--- src/fswp_pkg.sv ---
// Constants and types for the flash sector write-protection block
`default_nettype none
package fswp_pkg;
  localparam int FSWP_SECTORS = 128;
  localparam int FSWP_SEC_W = 7;
  localparam logic [7:0] FSWP_SEC_CNT = 8'h80;
  localparam int FSWP_LK_WL = 0;
  localparam int FSWP_LK_LD = 1;
  localparam logic [1:0] FSWP_LOCK_RST = 2'h0;
  localparam int FSWP_BP_MSB = 3;
  localparam logic [3:0] FSWP_BP_RST = 4'h0;
  localparam logic [2:0] FSWP_SIZE_NONE = 3'h0;
  localparam logic [7:0] FSWP_ONE = 8'h01;
  localparam logic FSWP_TB_RST = 1'b0;
  localparam logic FSWP_STATUS_WRITE_DISABLE_RST = 1'b0;
  localparam int FSWP_FLAG_PROT_BIT = 1;

  typedef enum logic [2:0] {
    FSWP_OP_NONE = 3'b000,
    FSWP_OP_MODIFY = 3'b001,
    FSWP_OP_RD_LOCK = 3'b010,
    FSWP_OP_WR_LOCK = 3'b011,
    FSWP_OP_WR_STATUS = 3'b100,
    FSWP_OP_CLR_FLAG = 3'b101,
    FSWP_OP_WR_EN = 3'b110,
    FSWP_OP_OTP_PROG = 3'b111
  } fswp_op_t;

  typedef enum logic [1:0] {
    FSWP_RES_OK = 2'b00,
    FSWP_RES_REFUSED = 2'b01,
    FSWP_RES_IGNORED = 2'b10
  } fswp_res_t;
endpackage
`default_nettype wire

--- src/fswp_protect.sv ---
// Sector lock, block-range and status-lock protection decisions
//
// Notes on behaviour
// - Sector lock or block range, either one, protects a sector.
// - One lock register per 64 KB sector, sectors 0 to 127.
// - Read-lock returns, write-lock updates, the addressed sector's bits.
// - Each lock register holds a write-lock bit and a lock-down bit.
// - Write-lock 1 makes every modify of that sector fail, data unchanged.
// - Write-lock 0 leaves only the block range able to protect.
// - Lock-down 1 ignores any change to that sector's lock bits.
// - Only power-up clears lock-down; the bits stay frozen until then.
// - Lock-down 0: write-lock freely sets or clears protection.
// - Lock-down 1: protection follows write-lock, fixed until power-up.
// - Four size bits and a side bit select a read-only range.
// - Side 0: codes 1 to 7 protect the top 1 to 64 sectors.
// - Side 1: codes 1 to 7 protect the bottom 1 to 64 sectors.
// - Size bit 3 set protects every sector.
// - The write-protect pin adds a hardware lock over the range.
// - Hardware lock refuses status writes to size and disable bits.
// - Error flag sets on protected modify, OTP or status write.
// - Only clear-flag or power-up clears the flag; until then, modify, lock, status and OTP requests fail.
// - Lock writes need the write-enable latch; completion clears it.
// - Lock needs disable bit plus pin; a refused write is a violation.
`default_nettype none
module fswp_protect
  import fswp_pkg::*;
(
  input wire logic clk_sys_i,
  input wire logic sys_rst_i,
  input wire logic op_valid_i,
  input wire fswp_op_t op_kind_i,
  input wire logic [FSWP_SEC_W-1:0] op_sector_i,
  input wire logic [1:0] lock_wdata_i,
  input wire logic [FSWP_BP_MSB:0] range_size_i,
  input wire logic range_side_select_i,
  input wire logic status_write_disable_i,
  input wire logic wp_n_i,
  input wire logic otp_locked_i,
  output logic op_done_o,
  output fswp_res_t op_result_o,
  output logic [1:0] lock_rdata_o,
  output logic prot_error_o,
  output logic write_enable_latch_o,
  output logic [FSWP_BP_MSB:0] range_size_o,
  output logic range_side_select_o,
  output logic status_write_disable_o
);

  ////////////////////////////////////////////////////////////////////////////
  typedef struct packed {
    logic [FSWP_SECTORS-1:0][1:0] lock;
    logic [FSWP_BP_MSB:0] bp;
    logic tb;
    logic status_write_disable;
    logic write_enable_latch;
    logic prot_err;
    logic done;
    fswp_res_t res;
    logic [1:0] lock_rd;
  } fswp_state_t;

  localparam fswp_state_t FSWP_ST_RST = '{
    lock: {FSWP_SECTORS{FSWP_LOCK_RST}},
    bp: FSWP_BP_RST,
    tb: FSWP_TB_RST,
    status_write_disable: FSWP_STATUS_WRITE_DISABLE_RST,
    write_enable_latch: 1'b0,
    prot_err: 1'b0,
    done: 1'b0,
    res: FSWP_RES_OK,
    lock_rd: FSWP_LOCK_RST
  };

  fswp_state_t st_r;
  fswp_state_t st_nxt;

  ////////////////////////////////////////////////////////////////////////////
  // Range decode for the modify check
  function automatic logic range_hit(
    input logic [FSWP_SEC_W-1:0] sec,
    input logic [FSWP_BP_MSB:0] bp,
    input logic tb
  );
    logic [7:0] cnt;
    logic [7:0] s8;
    cnt = FSWP_ONE << (bp[FSWP_BP_MSB-1:0] - 3'h1);
    s8 = {1'b0, sec};
    if (bp[FSWP_BP_MSB]) begin
      range_hit = 1'b1;
    end else if (bp[FSWP_BP_MSB-1:0] == FSWP_SIZE_NONE) begin
      range_hit = 1'b0;
    end else if (tb) begin
      range_hit = s8 < cnt;
    end else begin
      range_hit = s8 >= (FSWP_SEC_CNT - cnt);
    end
  endfunction

  logic [1:0] sec_lock;
  logic sec_prot;
  logic hw_lock;

  // Range and lock are ORed so neither scheme can weaken the other
  assign sec_lock = st_r.lock[op_sector_i];
  assign sec_prot = sec_lock[FSWP_LK_WL] |
                    range_hit(op_sector_i, st_r.bp, st_r.tb);
  assign hw_lock = st_r.status_write_disable & ~wp_n_i;

  ////////////////////////////////////////////////////////////////////////////
  always_comb begin
    st_nxt = st_r;
    st_nxt.done = op_valid_i && (op_kind_i != FSWP_OP_NONE);
    st_nxt.res = FSWP_RES_OK;
    if (op_valid_i) begin
      case (op_kind_i)
        FSWP_OP_MODIFY: begin
          if (!st_r.write_enable_latch) begin
            st_nxt.res = FSWP_RES_IGNORED;
          end else begin
            st_nxt.write_enable_latch = 1'b0;
            // A pending error makes the next modify fail until cleared
            if (st_r.prot_err || sec_prot) begin
              st_nxt.res = FSWP_RES_REFUSED;
              st_nxt.prot_err = 1'b1;
            end
          end
        end
        FSWP_OP_RD_LOCK: begin
          st_nxt.lock_rd = sec_lock;
        end
        FSWP_OP_WR_LOCK: begin
          if (!st_r.write_enable_latch) begin
            st_nxt.res = FSWP_RES_IGNORED;
          end else begin
            st_nxt.write_enable_latch = 1'b0;
            if (sec_lock[FSWP_LK_LD]) begin
              st_nxt.res = FSWP_RES_IGNORED;
            end else if (st_r.prot_err) begin
              st_nxt.res = FSWP_RES_REFUSED;
            end else begin
              st_nxt.lock[op_sector_i] = lock_wdata_i;
            end
          end
        end
        FSWP_OP_WR_STATUS: begin
          if (!st_r.write_enable_latch) begin
            st_nxt.res = FSWP_RES_IGNORED;
          end else begin
            st_nxt.write_enable_latch = 1'b0;
            if (hw_lock || st_r.prot_err) begin
              st_nxt.res = FSWP_RES_REFUSED;
              st_nxt.prot_err = 1'b1;
            end else begin
              st_nxt.bp = range_size_i;
              st_nxt.tb = range_side_select_i;
              st_nxt.status_write_disable = status_write_disable_i;
            end
          end
        end
        FSWP_OP_CLR_FLAG: begin
          st_nxt.prot_err = 1'b0;
        end
        FSWP_OP_WR_EN: begin
          st_nxt.write_enable_latch = 1'b1;
        end
        FSWP_OP_OTP_PROG: begin
          if (!st_r.write_enable_latch) begin
            st_nxt.res = FSWP_RES_IGNORED;
          end else begin
            st_nxt.write_enable_latch = 1'b0;
            if (otp_locked_i || st_r.prot_err) begin
              st_nxt.res = FSWP_RES_REFUSED;
              st_nxt.prot_err = 1'b1;
            end
          end
        end
        default: begin
          st_nxt.done = 1'b0;
        end
      endcase
    end
  end

  // Reset stands for power-up: the only way lock-down is released
  always_ff @(posedge clk_sys_i) begin
    if (sys_rst_i) begin
      st_r <= FSWP_ST_RST;
    end else begin
      st_r <= st_nxt;
    end
  end

  ////////////////////////////////////////////////////////////////////////////
  assign op_done_o = st_r.done;
  assign op_result_o = st_r.res;
  assign lock_rdata_o = st_r.lock_rd;
  assign prot_error_o = st_r.prot_err;
  assign write_enable_latch_o = st_r.write_enable_latch;
  assign range_size_o = st_r.bp;
  assign range_side_select_o = st_r.tb;
  assign status_write_disable_o = st_r.status_write_disable;
endmodule
`default_nettype wire

--- config.mk ---
export PLATFORM = sky130hd
export DESIGN_NAME = fswp_protect
export DESIGN_NICKNAME = d
export VERILOG_FILES = /design/src/fswp_pkg.sv /design/src/fswp_protect.sv
export SDC_FILE = /design/constraint.sdc
export NUM_CORES = 1
export LEC_CHECK = 0
export BUFFER_PORTS_ARGS = -buffer_cell sky130_fd_sc_hd__buf_4
export CAP_MARGIN = 40
export CORE_UTILIZATION = 48
export CTS_CLUSTER_DIAMETER = 200
export DETAILED_ROUTE_END_ITERATION = 10
export GPL_ROUTABILITY_DRIVEN = 0
export MAX_ROUTING_LAYER = met4
export PLACE_DENSITY = 0.77
export SKIP_LAST_GASP = 1
export SLEW_MARGIN = 20
export SYNTH_ARGS = -nofsm -noshare
export SYNTH_HDL_FRONTEND = slang
export SYNTH_SLANG_ARGS = --single-unit
--- constraint.sdc ---
create_clock -name clk_sys_i -period 3.05 [get_ports clk_sys_i]
set_clock_uncertainty 0.2 [all_clocks]
set_input_delay 0.61 -clock clk_sys_i [delete_from_list [all_inputs] [get_ports clk_sys_i]]
set_output_delay 0.61 -clock clk_sys_i [all_outputs]
set_load 0.01 [all_outputs]
After elaboration in Yosys (flattened, before gate mapping)
Index checks and enable logic that the tools add are counted.
{"block": "word_totals", "ff_bits": 269, "in_bits": 23, "output_inout_bits": 13, "elab_cells": 208}
{"block": "classes", "addsub": 2, "magnitude_cmp": 4, "eq_ne": 13, "shift": 1, "mux": 29, "bitwise_logic": 7, "reduce_logical": 16}
{"operator": "bitwise mux 256 bit", "count": 1}
{"operator": "2-to-1 mux 2 bit", "count": 8}
{"operator": "binary-select mux 2 bit (select 7 bit)", "count": 1}
{"operator": "demux 2 bit (select 7 bit)", "count": 1}
{"operator": "2-to-1 mux 1 bit", "count": 14}
{"operator": "== test 3 bit, second input constant", "count": 4}
{"operator": "!= test 2 bit, second input constant", "count": 6}
{"operator": ">= comparator 7 x 8 -> 1 bit", "count": 1}
{"operator": "less-than comparator 7 x 8 -> 1 bit", "count": 1}
{"operator": "less-than comparator 7 x 8 -> 1 bit, second input constant", "count": 1}
{"operator": "one-hot mux 2 bit (4 select lines)", "count": 1}
{"operator": "AND reduction 8 bit", "count": 1}
{"operator": "<< shifter 1 x 3 -> 8 bit, first input constant", "count": 1}
{"operator": "subtractor 8 bit, first input constant", "count": 1}
{"operator": ">= comparator 7 x 1 -> 1 bit, second input constant", "count": 1}
{"operator": "OR reduction 7 bit", "count": 1}
{"operator": "== test 3 x 2 -> 1 bit, second input constant", "count": 2}
{"operator": "2-to-1 mux 5 bit", "count": 1}
{"operator": "inverter 1 bit", "count": 5}
{"operator": "one-hot mux 1 bit (5 select lines)", "count": 1}
{"operator": "AND reduction 5 bit", "count": 1}
{"operator": "nonzero test 5 bit", "count": 1}
{"operator": "one-hot mux 1 bit (4 select lines)", "count": 1}
{"operator": "AND reduction 2 bit", "count": 2}
{"operator": "other kinds (11)", "count": 14}

Depth between registers and ports, before layout
Gate-level depths: netlist (run 1).
{"block": "logic_depth", "depth_word": 13, "mapped_depth": 14, "depth_no_buf": 14}

Worst setup path before layout (run 1)
No wires, ideal clock.
{"block": "synth_timing", "kind": "input-to-reg", "startpoint": "input port op_sector_i[1]", "endpoint": "register st_r[155] (netlist name)", "setup_time_ps": 115, "arrival_ps": 2931, "required_time_ps": 2735, "path_slack_ps": -196, "stages": 12, "n_path_buf": 4, "path_cell_list": "buf_2 > and2_1 > buf_2 > a221oi_1 > nor2_1 > o311ai_2 > a22oi_1 > buf_2 > nor4b_4 > buf_4 > a21boi_0 > o21ba_2"}
{"block": "synth_via", "elab_chain_len": 5, "elab_cells_between_ends": 10, "cone_classes": "order compare (2); mux (5); bitwise (1); reduce/logical (2)"}
{"element": "start, declared", "line": "fswp_protect.sv:32", "source": "input wire logic [FSWP_SEC_W-1:0] op_sector_i,"}
{"element": "less-than comparator 7 x 8 -> 1 bit (implied by the code) / >= comparator 7 x 1 -> 1 bit (equally long branches)", "line": "fswp_protect.sv:141", "source": "st_nxt.lock[op_sector_i] = lock_wdata_i;"}
{"element": "logical AND 1 bit (implied by the code)", "line": "fswp_protect.sv:141"}
{"element": "2-to-1 mux 2 bit (implied by the code)", "line": "fswp_protect.sv:141"}
{"element": "demux 2 bit (select 7 bit)", "line": "fswp_protect.sv:141"}
{"element": "bitwise mux 256 bit", "line": "fswp_protect.sv:141"}
{"element": "end signal, assigned", "line": "fswp_protect.sv:189", "source": "st_r <= st_nxt;"}
{"element": "end, declared", "line": "fswp_protect.sv:74", "source": "fswp_state_t st_r;"}
Parallel ways exist; a longest one is shown, timed or not. The select of a mux whose other input is x is not followed.
A chain may end at the register's enable or synchronous reset.

Worst setup path in the final report (run 1)
{"block": "layout_timing", "startpoint": "input port op_sector_i[0]", "endpoint": "register st_r (netlist bit prot_error_o)"}
{"block": "layout_via", "elab_chain_len": 8, "elab_cells_between_ends": 11, "cone_classes": "order compare (2); eq/ne (1); mux (5); bitwise (1); reduce/logical (2)"}
{"element": ">= comparator 7 x 8 -> 1 bit / less-than comparator 7 x 8 -> 1 bit (equally long branches)", "line": "fswp_protect.sv:95, fswp_protect.sv:93"}
{"element": "2-to-1 mux 1 bit", "line": "fswp_protect.sv:92", "source": "end else if (tb) begin"}
{"element": "2-to-1 mux 1 bit", "line": "fswp_protect.sv:90", "source": "end else if (bp[FSWP_BP_MSB-1:0] == FSWP_SIZE_NONE) begin"}
{"element": "2-to-1 mux 1 bit", "line": "fswp_protect.sv:88", "source": "if (bp[FSWP_BP_MSB]) begin"}
{"element": "OR 1 bit (*)", "line": "fswp_protect.sv:105", "source": "assign sec_prot = sec_lock[FSWP_LK_WL] |"}
{"element": "logical OR 1 bit (*)", "line": "fswp_protect.sv:122", "source": "if (st_r.prot_err || sec_prot) begin"}
{"element": "!= test 2 bit (no line) (*)"}
{"element": "AND reduction 8 bit (no line) (*)"}
Mark *: on every way between the ends. The rest lies on a longest branch, timed or not. The select of a mux whose other input is x is not followed.

==> results of run 1 <==
==> sequential cells by signal, summed over array words and instances (netlist names), 2 cells and up <==
name,count
range_size_o,4
op_result_o,2
st_r,256
lock_rdata_o,2
==> cells in the mapped netlist, types with 13 or more instances <==
| cell type | count |
|---|---|
| sky130_fd_sc_hd__dfxtp_1 | 269 |
| sky130_fd_sc_hd__o22ai_1 | 126 |
| sky130_fd_sc_hd__inv_1 | 125 |
| sky130_fd_sc_hd__nor2_1 | 99 |
| sky130_fd_sc_hd__clkbuf_1 | 97 |
| sky130_fd_sc_hd__a221oi_1 | 92 |
| sky130_fd_sc_hd__and3_1 | 64 |
| sky130_fd_sc_hd__a21boi_0 | 59 |
| sky130_fd_sc_hd__mux2i_1 | 50 |
| sky130_fd_sc_hd__o21ba_2 | 48 |
| sky130_fd_sc_hd__a21oi_1 | 47 |
| sky130_fd_sc_hd__nand3_1 | 47 |
| sky130_fd_sc_hd__nand2_1 | 39 |
| sky130_fd_sc_hd__buf_2 | 35 |
| sky130_fd_sc_hd__nand4_1 | 35 |
| sky130_fd_sc_hd__a21bo_2 | 25 |
| sky130_fd_sc_hd__o21ai_0 | 25 |
| sky130_fd_sc_hd__a31oi_1 | 20 |
| sky130_fd_sc_hd__a22oi_1 | 19 |
| sky130_fd_sc_hd__ha_1 | 17 |
| sky130_fd_sc_hd__nor2b_1 | 14 |
| sky130_fd_sc_hd__o21ba_1 | 13 |
==> kinds of logic after synthesis <==
group | Yosys count
compound gates | 513
xor+xnor | 4
fa+ha+maj | 18
buf+inv | 286
flops | 269
mux | 65
simple gates | 361
==> final cells by class <==
type / instances / area, um^2
Clock inverter: 15 / 160
Multi-Input combinational cell: 961 / 7090
Sequential cell: 269 / 5390
Tap cell: 372 / 465
Fill cell: 2222 / 10900
Clock buffer: 37 / 796
Timing Repair Buffer: 212 / 1940
Inverter: 125 / 469
==> through the flow <==
stage | hold slack, ps | power [mW] | area (um^2) | std cells
after floorplan | 230 | 4.02 | 13600 | 1516
after global placement | 248 | 4.34 | 15100 | 1927
after detailed placement | 262 | 4.36 | 15100 | 1927
after CTS | 90.2 | 7.85 | 16100 | 1979
after global routing | 100 | 8.09 | 16300 | 1991
final | 94.6 | 7.89 | 16300 | 1991
==> per-layer routing <==
metal | vias up | GRT usage (%) | routed length (um) | share of wire, %
li1 | 5760 | - | - | -
met1 | 6062 | 36.9 | 17000 | 41
met2 | 641 | 45.3 | 19300 | 47
met3 | 130 | 5.25 | 3610 | 8.7
met4 | 0 | 9.71 | 1360 | 3.3
met5 | - | - | 0 | 0
==> final timing paths <==
| check | slack (ps) | start | endpoint |
|---|---|---|---|
| max reg2reg | 180 | range_size_o[0] | op_result_o[0] |
| min | 90 | range_size_i[3] | range_size_o[3] |
| min reg2reg | 270 | st_r[144] | st_r[144] |
| max | 70 | op_sector_i[0] | prot_error_o |
==> worst max-delay path: stages <==
cell and delay [ps]:
sky130_fd_sc_hd__buf_4 160, sky130_fd_sc_hd__buf_4 170, sky130_fd_sc_hd__nor2_2 60, sky130_fd_sc_hd__buf_4 160, sky130_fd_sc_hd__buf_4 180, sky130_fd_sc_hd__a2111oi_0 530, sky130_fd_sc_hd__buf_4 200, sky130_fd_sc_hd__o32ai_1 60
sky130_fd_sc_hd__a21oi_1 180, sky130_fd_sc_hd__nor4_1 70, sky130_fd_sc_hd__o32a_1 420, sky130_fd_sc_hd__o211ai_1 240, sky130_fd_sc_hd__o21ai_0 130
==> power groups by stage <==
| stage | clock network [mW] | registers, mW | logic (mW) |
|---|---|---|---|
| final | 3.56 | 3.52 | 0.810 |
| after floorplan | 0 | 3.60 | 0.419 |
| after global placement | 0 | 3.60 | 0.747 |
| after detailed placement | 0 | 3.60 | 0.759 |
| after global routing | 3.73 | 3.52 | 0.846 |
| after CTS | 3.57 | 3.52 | 0.766 |
==> what timing repair did <==
action / 4_1_cts / 5_1_grt
setup endpoints to repair: 1 / 165
cloned: 0 / 1
resized for setup: 1 / 21
setup buffers: 0 / 11
pin swaps: 0 / 15
==> impl_metrics.env, run 1 <==
export IMPL_share_comb_of_total_power_pct=10.3
export IMPL_internal_power_mw=5.91
export IMPL_drtPass1Iterations=5
export IMPL_grt_overflow_total=0
export IMPL_die_y_um=170
export IMPL_fin_nets=1637
export IMPL_clk_pin_slew_worst_paths_ps=60
export IMPL_clk_latency_ps=550
export IMPL_cts_max_path_buffers=3
export IMPL_power_leakage_nw=6.45
export IMPL_async_reset_ff_share_pct=0
export IMPL_synth_top_cells_by_area="sky130_fd_sc_hd__dfxtp_1 (40%), sky130_fd_sc_hd__a221oi_1 (6.0%), sky130_fd_sc_hd__o22ai_1 (5.8%)"
export IMPL_final_max_slew_violation_count=0
export IMPL_postSynth_topFlopCell="sky130_fd_sc_hd__dfxtp_1"
export IMPL_maximum_achievable_frequency_mhz=336
export IMPL_worstPathArrival_ps=3200
export IMPL_simple_gate_share_of_the_synthesized_area_pct=15.3
export IMPL_commonest_cells_after_routing_fill_and_taps_aside="sky130_fd_sc_hd__dfxtp_1 (267), sky130_fd_sc_hd__buf_4 (183), sky130_fd_sc_hd__o22ai_1 (126), sky130_fd_sc_hd__inv_1 (125), sky130_fd_sc_hd__nor2_1 (93)"
export IMPL_die_area_mm2=0.0288
export IMPL_max_cap_viol_count=0
export IMPL_grt_pass1_vias=11900
export IMPL_flow_area_growth_from_synthesis_pct=21.0
export IMPL_boundaryPins=36
export IMPL_worst_tran_pin_value_ps=669
export IMPL_wire_length_of_the_first_global_routing_pass_um=64400
export IMPL_p_per_area_mw_per_mm2=484
export IMPL_die_x_um=170
export IMPL_largest_family_of_logic_cells_by_synthesized_area="compound AO/OA/AOI/OAI gates"
export IMPL_worst_ep_required_ps=3270
export IMPL_post_synth_instance_area_mm2=0.0135
export IMPL_cts_root_buf="sky130_fd_sc_hd__clkbuf_16"
export IMPL_placementRows=60
export IMPL_timing_setup_tns_ps=0
export IMPL_worst_setup_path_start_kind="input pin"
export IMPL_start_util_pct=49.5
export IMPL_timing_setup_critical_path_class="in -> reg"
export IMPL_route_vias_total=12600
export IMPL_power_switching_share_pct=25.1
export IMPL_post_synth_inst_count=1516
export IMPL_ys_ff_latch=269
export IMPL_routed_wirelength_um=41300
export IMPL_diodes=0
export IMPL_setup_repair_after_global_routing_missed_its_margin="true"
export IMPL_synthesis_area_per_instance_um2=8.89
export IMPL_cell_taking_the_most_area_after_synthesis="sky130_fd_sc_hd__dfxtp_1"
export IMPL_post_drt_wl_per_cell_um=20.7
export IMPL_hold_violations=0
export IMPL_compound_cell_area_share_of_the_yosys_netlist_pct=28.9
export IMPL_slew_headroom_pct=55.3
export IMPL_final_common_cell="sky130_fd_sc_hd__dfxtp_1"
export IMPL_drt_drc_violations_left=0
export IMPL_crit_fanout=9
export IMPL_grt_antenna_before_repair=0
export IMPL_avgViaCountPerCell=6.32
export IMPL_cts_num_sinks=269
export IMPL_cts_htree_levels=1
export IMPL_hold_path_depth=3
export IMPL_status="completed"
export IMPL_worst_setup_ep_type="register"
export IMPL_tritoncts="done"
export IMPL_synth_cell_type_count=70
export IMPL_fraction_of_post_synthesis_cell_area_in_the_top_cell_type_by_area_pct=40.0
export IMPL_synth_mux_area_fraction_pct=4.97
export IMPL_finalWorstPathRequiredPeriod_ps=2980
export IMPL_synth_xor_xnor_area_share_pct=0.260
export IMPL_pwr_share_seq_pct=44.6
export IMPL_ant_nets=0
export IMPL_worst_slack_ps=74.5
export IMPL_setup_viol=0
export IMPL_synth_edff_count=0
export IMPL_worst_ir_drop_vdd_mv=0.430
export IMPL_drt_iter0_markers=1629
export IMPL_grt_max_degree=84
export IMPL_detailedPlacementHpwl_um=26500
export IMPL_period_share_pct=97.6
export IMPL_core_area_mm2=0.0273
export IMPL_post_synth_adder_cell_area_pct=1.65
export IMPL_track_usage_pct=28.7
export IMPL_net_switching_power_mw=1.98
export IMPL_postSynthNetCount=1556
export IMPL_worst_r2r_cell_count=14
export IMPL_timing_hold_worst_class="in -> reg"
export IMPL_seq_area_frac_synth_pct=40.0
export IMPL_cts_buffers=28
export IMPL_holdBufCountCts=0
export IMPL_ys_warnings_count=0
export IMPL_buffer_ports_inserted=35
export IMPL_final_layout_size_suffix_gt1_share_pct=25.0
export IMPL_pre_cts_ws_ps=-513
export IMPL_post_route_util_pct=59.9
export IMPL_pwr_share_clk_pct=45.1
(Power assumes the default switching activity.)
==> inputs of run 2 (changes only) <==
--- a/config.mk
+++ b/config.mk
@@ -5,6 +5,7 @@
 export SDC_FILE = /design/constraint.sdc
 export NUM_CORES = 1
 export LEC_CHECK = 0
+export ABC_AREA = 1
 export BUFFER_PORTS_ARGS = -buffer_cell sky130_fd_sc_hd__buf_4
 export CAP_MARGIN = 40
 export CORE_UTILIZATION = 48
==> impl_metrics.env, run 2 <==
export IMPL_die_y_um=192
export IMPL_hold_violations=0
export IMPL_postSynth_topFlopCell="sky130_fd_sc_hd__dfxtp_1"
export IMPL_pre_cts_ws_ps=-49.0
export IMPL_postLayoutCellArea_mm2=0.0195
export IMPL_avgViaCountPerCell=5.10
export IMPL_path_buf_inv=2
export IMPL_wire_length_of_the_first_global_routing_pass_um=77000
export IMPL_post_synth_top_count_cell="sky130_fd_sc_hd__nand2_1"
export IMPL_worst_slack_ps=113
export IMPL_postSynthNetCount=2836
export IMPL_cell_taking_the_most_area_after_synthesis="sky130_fd_sc_hd__dfxtp_1"
export IMPL_detailedPlacementHpwl_um=30000
export IMPL_final_instance_count_excl_fillers=3276
export IMPL_die_x_um=192
export IMPL_worstPathArrival_ps=3220
export IMPL_cts_htree_levels=1
export IMPL_synth_top_cells_by_area="sky130_fd_sc_hd__dfxtp_1 (31%), sky130_fd_sc_hd__nand2_1 (23%), sky130_fd_sc_hd__nor2_1 (14%)"
export IMPL_cts_num_sinks=269
export IMPL_top_register="st_r"
export IMPL_drt_drc_violations_left=0
export IMPL_cts_root_buf="sky130_fd_sc_hd__clkbuf_16"
export IMPL_maximum_achievable_frequency_mhz=341
export IMPL_power_leakage_nw=9.27
export IMPL_final_layout_size_suffix_gt1_share_pct=10.6
export IMPL_finalWorstPathRequiredPeriod_ps=2940
export IMPL_worst_setup_path_start_kind="register"
export IMPL_buffer_ports_inserted=35
export IMPL_boundaryPins=36
export IMPL_grt_pass1_vias=15700
export IMPL_post_synth_instance_area_mm2=0.0173
export IMPL_clk_pin_slew_worst_paths_ps=60
export IMPL_final_max_slew_violation_count=0
export IMPL_p_per_area_mw_per_mm2=412
export IMPL_post_drt_wl_per_cell_um=14.3
export IMPL_dpl_cell_area_mm2=0.0183
export IMPL_max_cap_viol_count=0
export IMPL_slowest_cell_on_crit_path="sky130_fd_sc_hd__dfxtp_2"
export IMPL_synthTopCellsByCount="sky130_fd_sc_hd__nand2_1 (1063), sky130_fd_sc_hd__nor2_1 (660), sky130_fd_sc_hd__inv_1 (288)"
export IMPL_start_util_pct=48.7
export IMPL_grt_antenna_before_repair=1
export IMPL_synthesis_area_per_instance_um2=6.18
export IMPL_timing_setup_critical_path_class="reg -> reg"
export IMPL_cts_buffers=30
export IMPL_fin_nets=2831
export IMPL_crit_path_frequent_cell="sky130_fd_sc_hd__nand2_1"
export IMPL_ys_warnings_count=0
export IMPL_slew_headroom_pct=58.2
export IMPL_number_of_fillers_in_the_final_layout=3312
export IMPL_worst_tran_pin_value_ps=627
export IMPL_timing_setup_tns_ps=0
export IMPL_hold_slack_ps=27.7
export IMPL_post_place_cells=3218
export IMPL_routed_wirelength_um=47000
export IMPL_number_of_flip_flops_in_the_largest_register=256
export IMPL_cts_max_path_buffers=3
export IMPL_track_usage_pct=26.3
export IMPL_final_common_cell="sky130_fd_sc_hd__nand2_1"
export IMPL_drt_iter0_markers=1408
export IMPL_synth_cell_type_count=31
export IMPL_crit_path_cell_trace="nor2_4 -> ha_4 -> buf_6 -> nand3_4 -> ha_4 -> nand3b_1 -> nor3_2 -> a21oi_1 -> ha_1 -> and3_1 -> nand2_1 -> nand2_1 -> nand3_2 -> nand2_2 -> a21oi_2 -> nand2_1 -> nand2_1 -> nand3_1 -> nand2_1 -> inv_1"
export IMPL_status="completed"
export IMPL_crit_fanout=4
export IMPL_period_share_pct=96.3
export IMPL_synth_edff_count=0
export IMPL_tritoncts="done"
export IMPL_placementRows=69
export IMPL_post_synth_inst_count=2796
export IMPL_critical_path_max_stage_delay_ps=330
export IMPL_async_reset_ff_share_pct=0
export IMPL_grt_overflow_total=0
export IMPL_fraction_of_post_synthesis_cell_area_in_the_top_cell_type_by_area_pct=31.2
export IMPL_ant_nets=0
export IMPL_grt_max_degree=89
export IMPL_die_area_mm2=0.0368
export IMPL_timing_hold_worst_class="in -> reg"
export IMPL_post_route_util_pct=54.8
export IMPL_drtPass1Iterations=5
export IMPL_worst_ir_drop_vdd_mv=0.487
export IMPL_worst_ep_required_ps=3340
export IMPL_crit_family="simple AND/OR/NAND/NOR gates"
export IMPL_fin_total_pwr_mw=8.01
export IMPL_seq_area_frac_synth_pct=31.2
export IMPL_setup_viol=0
export IMPL_route_vias_total=16700
export IMPL_flow_area_growth_from_synthesis_pct=12.5
export IMPL_clk_latency_ps=580
export IMPL_setup_repair_after_global_routing_missed_its_margin="true"
export IMPL_core_area_mm2=0.0355
export IMPL_commonest_cells_after_routing_fill_and_taps_aside="sky130_fd_sc_hd__nand2_1 (1062), sky130_fd_sc_hd__nor2_1 (659), sky130_fd_sc_hd__inv_1 (284), sky130_fd_sc_hd__dfxtp_1 (266), sky130_fd_sc_hd__o21ai_0 (110)"
export IMPL_ys_ff_latch=269
export IMPL_worst_setup_ep_type="register"
run 2: repair_timing:
action,in CTS,in global routing
endpoints found under the setup margin,0,2
resized for setup,0,20
hold buffers,0,0
setup buffers,0,2
run 2: logic make-up after synthesis:
family	share of synthesized area [%]
XOR/XNOR	0.203
adder cells (fa/ha/maj)	1.23
flip-flops	31.2
AO/OA/AOI/OAI	4.39
buffers and inverters	11.9
AND/OR/NAND/NOR	51.1
run 2: report_power, final:
| part | switching [mW] | leakage, nW | internal, mW |
|---|---|---|---|
| sequential | 0.0171 | 2.17 | 3.52 |
| clock | 1.52 | 0.519 | 2.28 |
| combinational | 0.517 | 6.58 | 0.162 |
run 2: per-layer routing:
layer | global-route usage [%] | up-vias | share of wire (%) | wire (um)
li1 | - | 8487 | - | -
met1 | 33.5 | 7617 | 43 | 20400
met2 | 42.6 | 498 | 47 | 22100
met3 | 3.87 | 107 | 6.8 | 3210
met4 | 8.79 | 0 | 2.8 | 1310
met5 | - | - | 0 | 0
run 2: worst reg2reg max path, delay by kind of cell, from the launching register on:
kind                     cells  cell delay (ps)
AND/OR/NAND/NOR             13             1250
flip-flops                   1              330
AO/OA/AOI/OAI                2              220
buffers and inverters        2              160
adder cells (fa/ha/maj)      3              680
run 2: path summary, 6_finish.rpt:
kind | from | slack (ps) | endpoint | depth (start not counted)
min reg2reg | st_r[164] | 310 | st_r[164] | 4
max | range_size_o[1] | 110 | op_result_o[0] | 20
min | sys_rst_i | 30 | op_done_o | 2
max reg2reg | range_size_o[1] | 110 | op_result_o[0] | 20
run 2: layout make-up:
class / instances / area [um^2] / share of cell area [%]
Antenna cell: 1 / 2.50 / 0.0129
Clock buffer: 47 / 945 / 4.86
Timing Repair Buffer: 136 / 1400 / 7.22
Sequential cell: 269 / 5390 / 27.7
Inverter: 292 / 1100 / 5.66
Clock inverter: 8 / 104 / 0.534
Tap cell: 461 / 577 / 2.97
Multi-Input combinational cell: 2062 / 9930 / 51.0
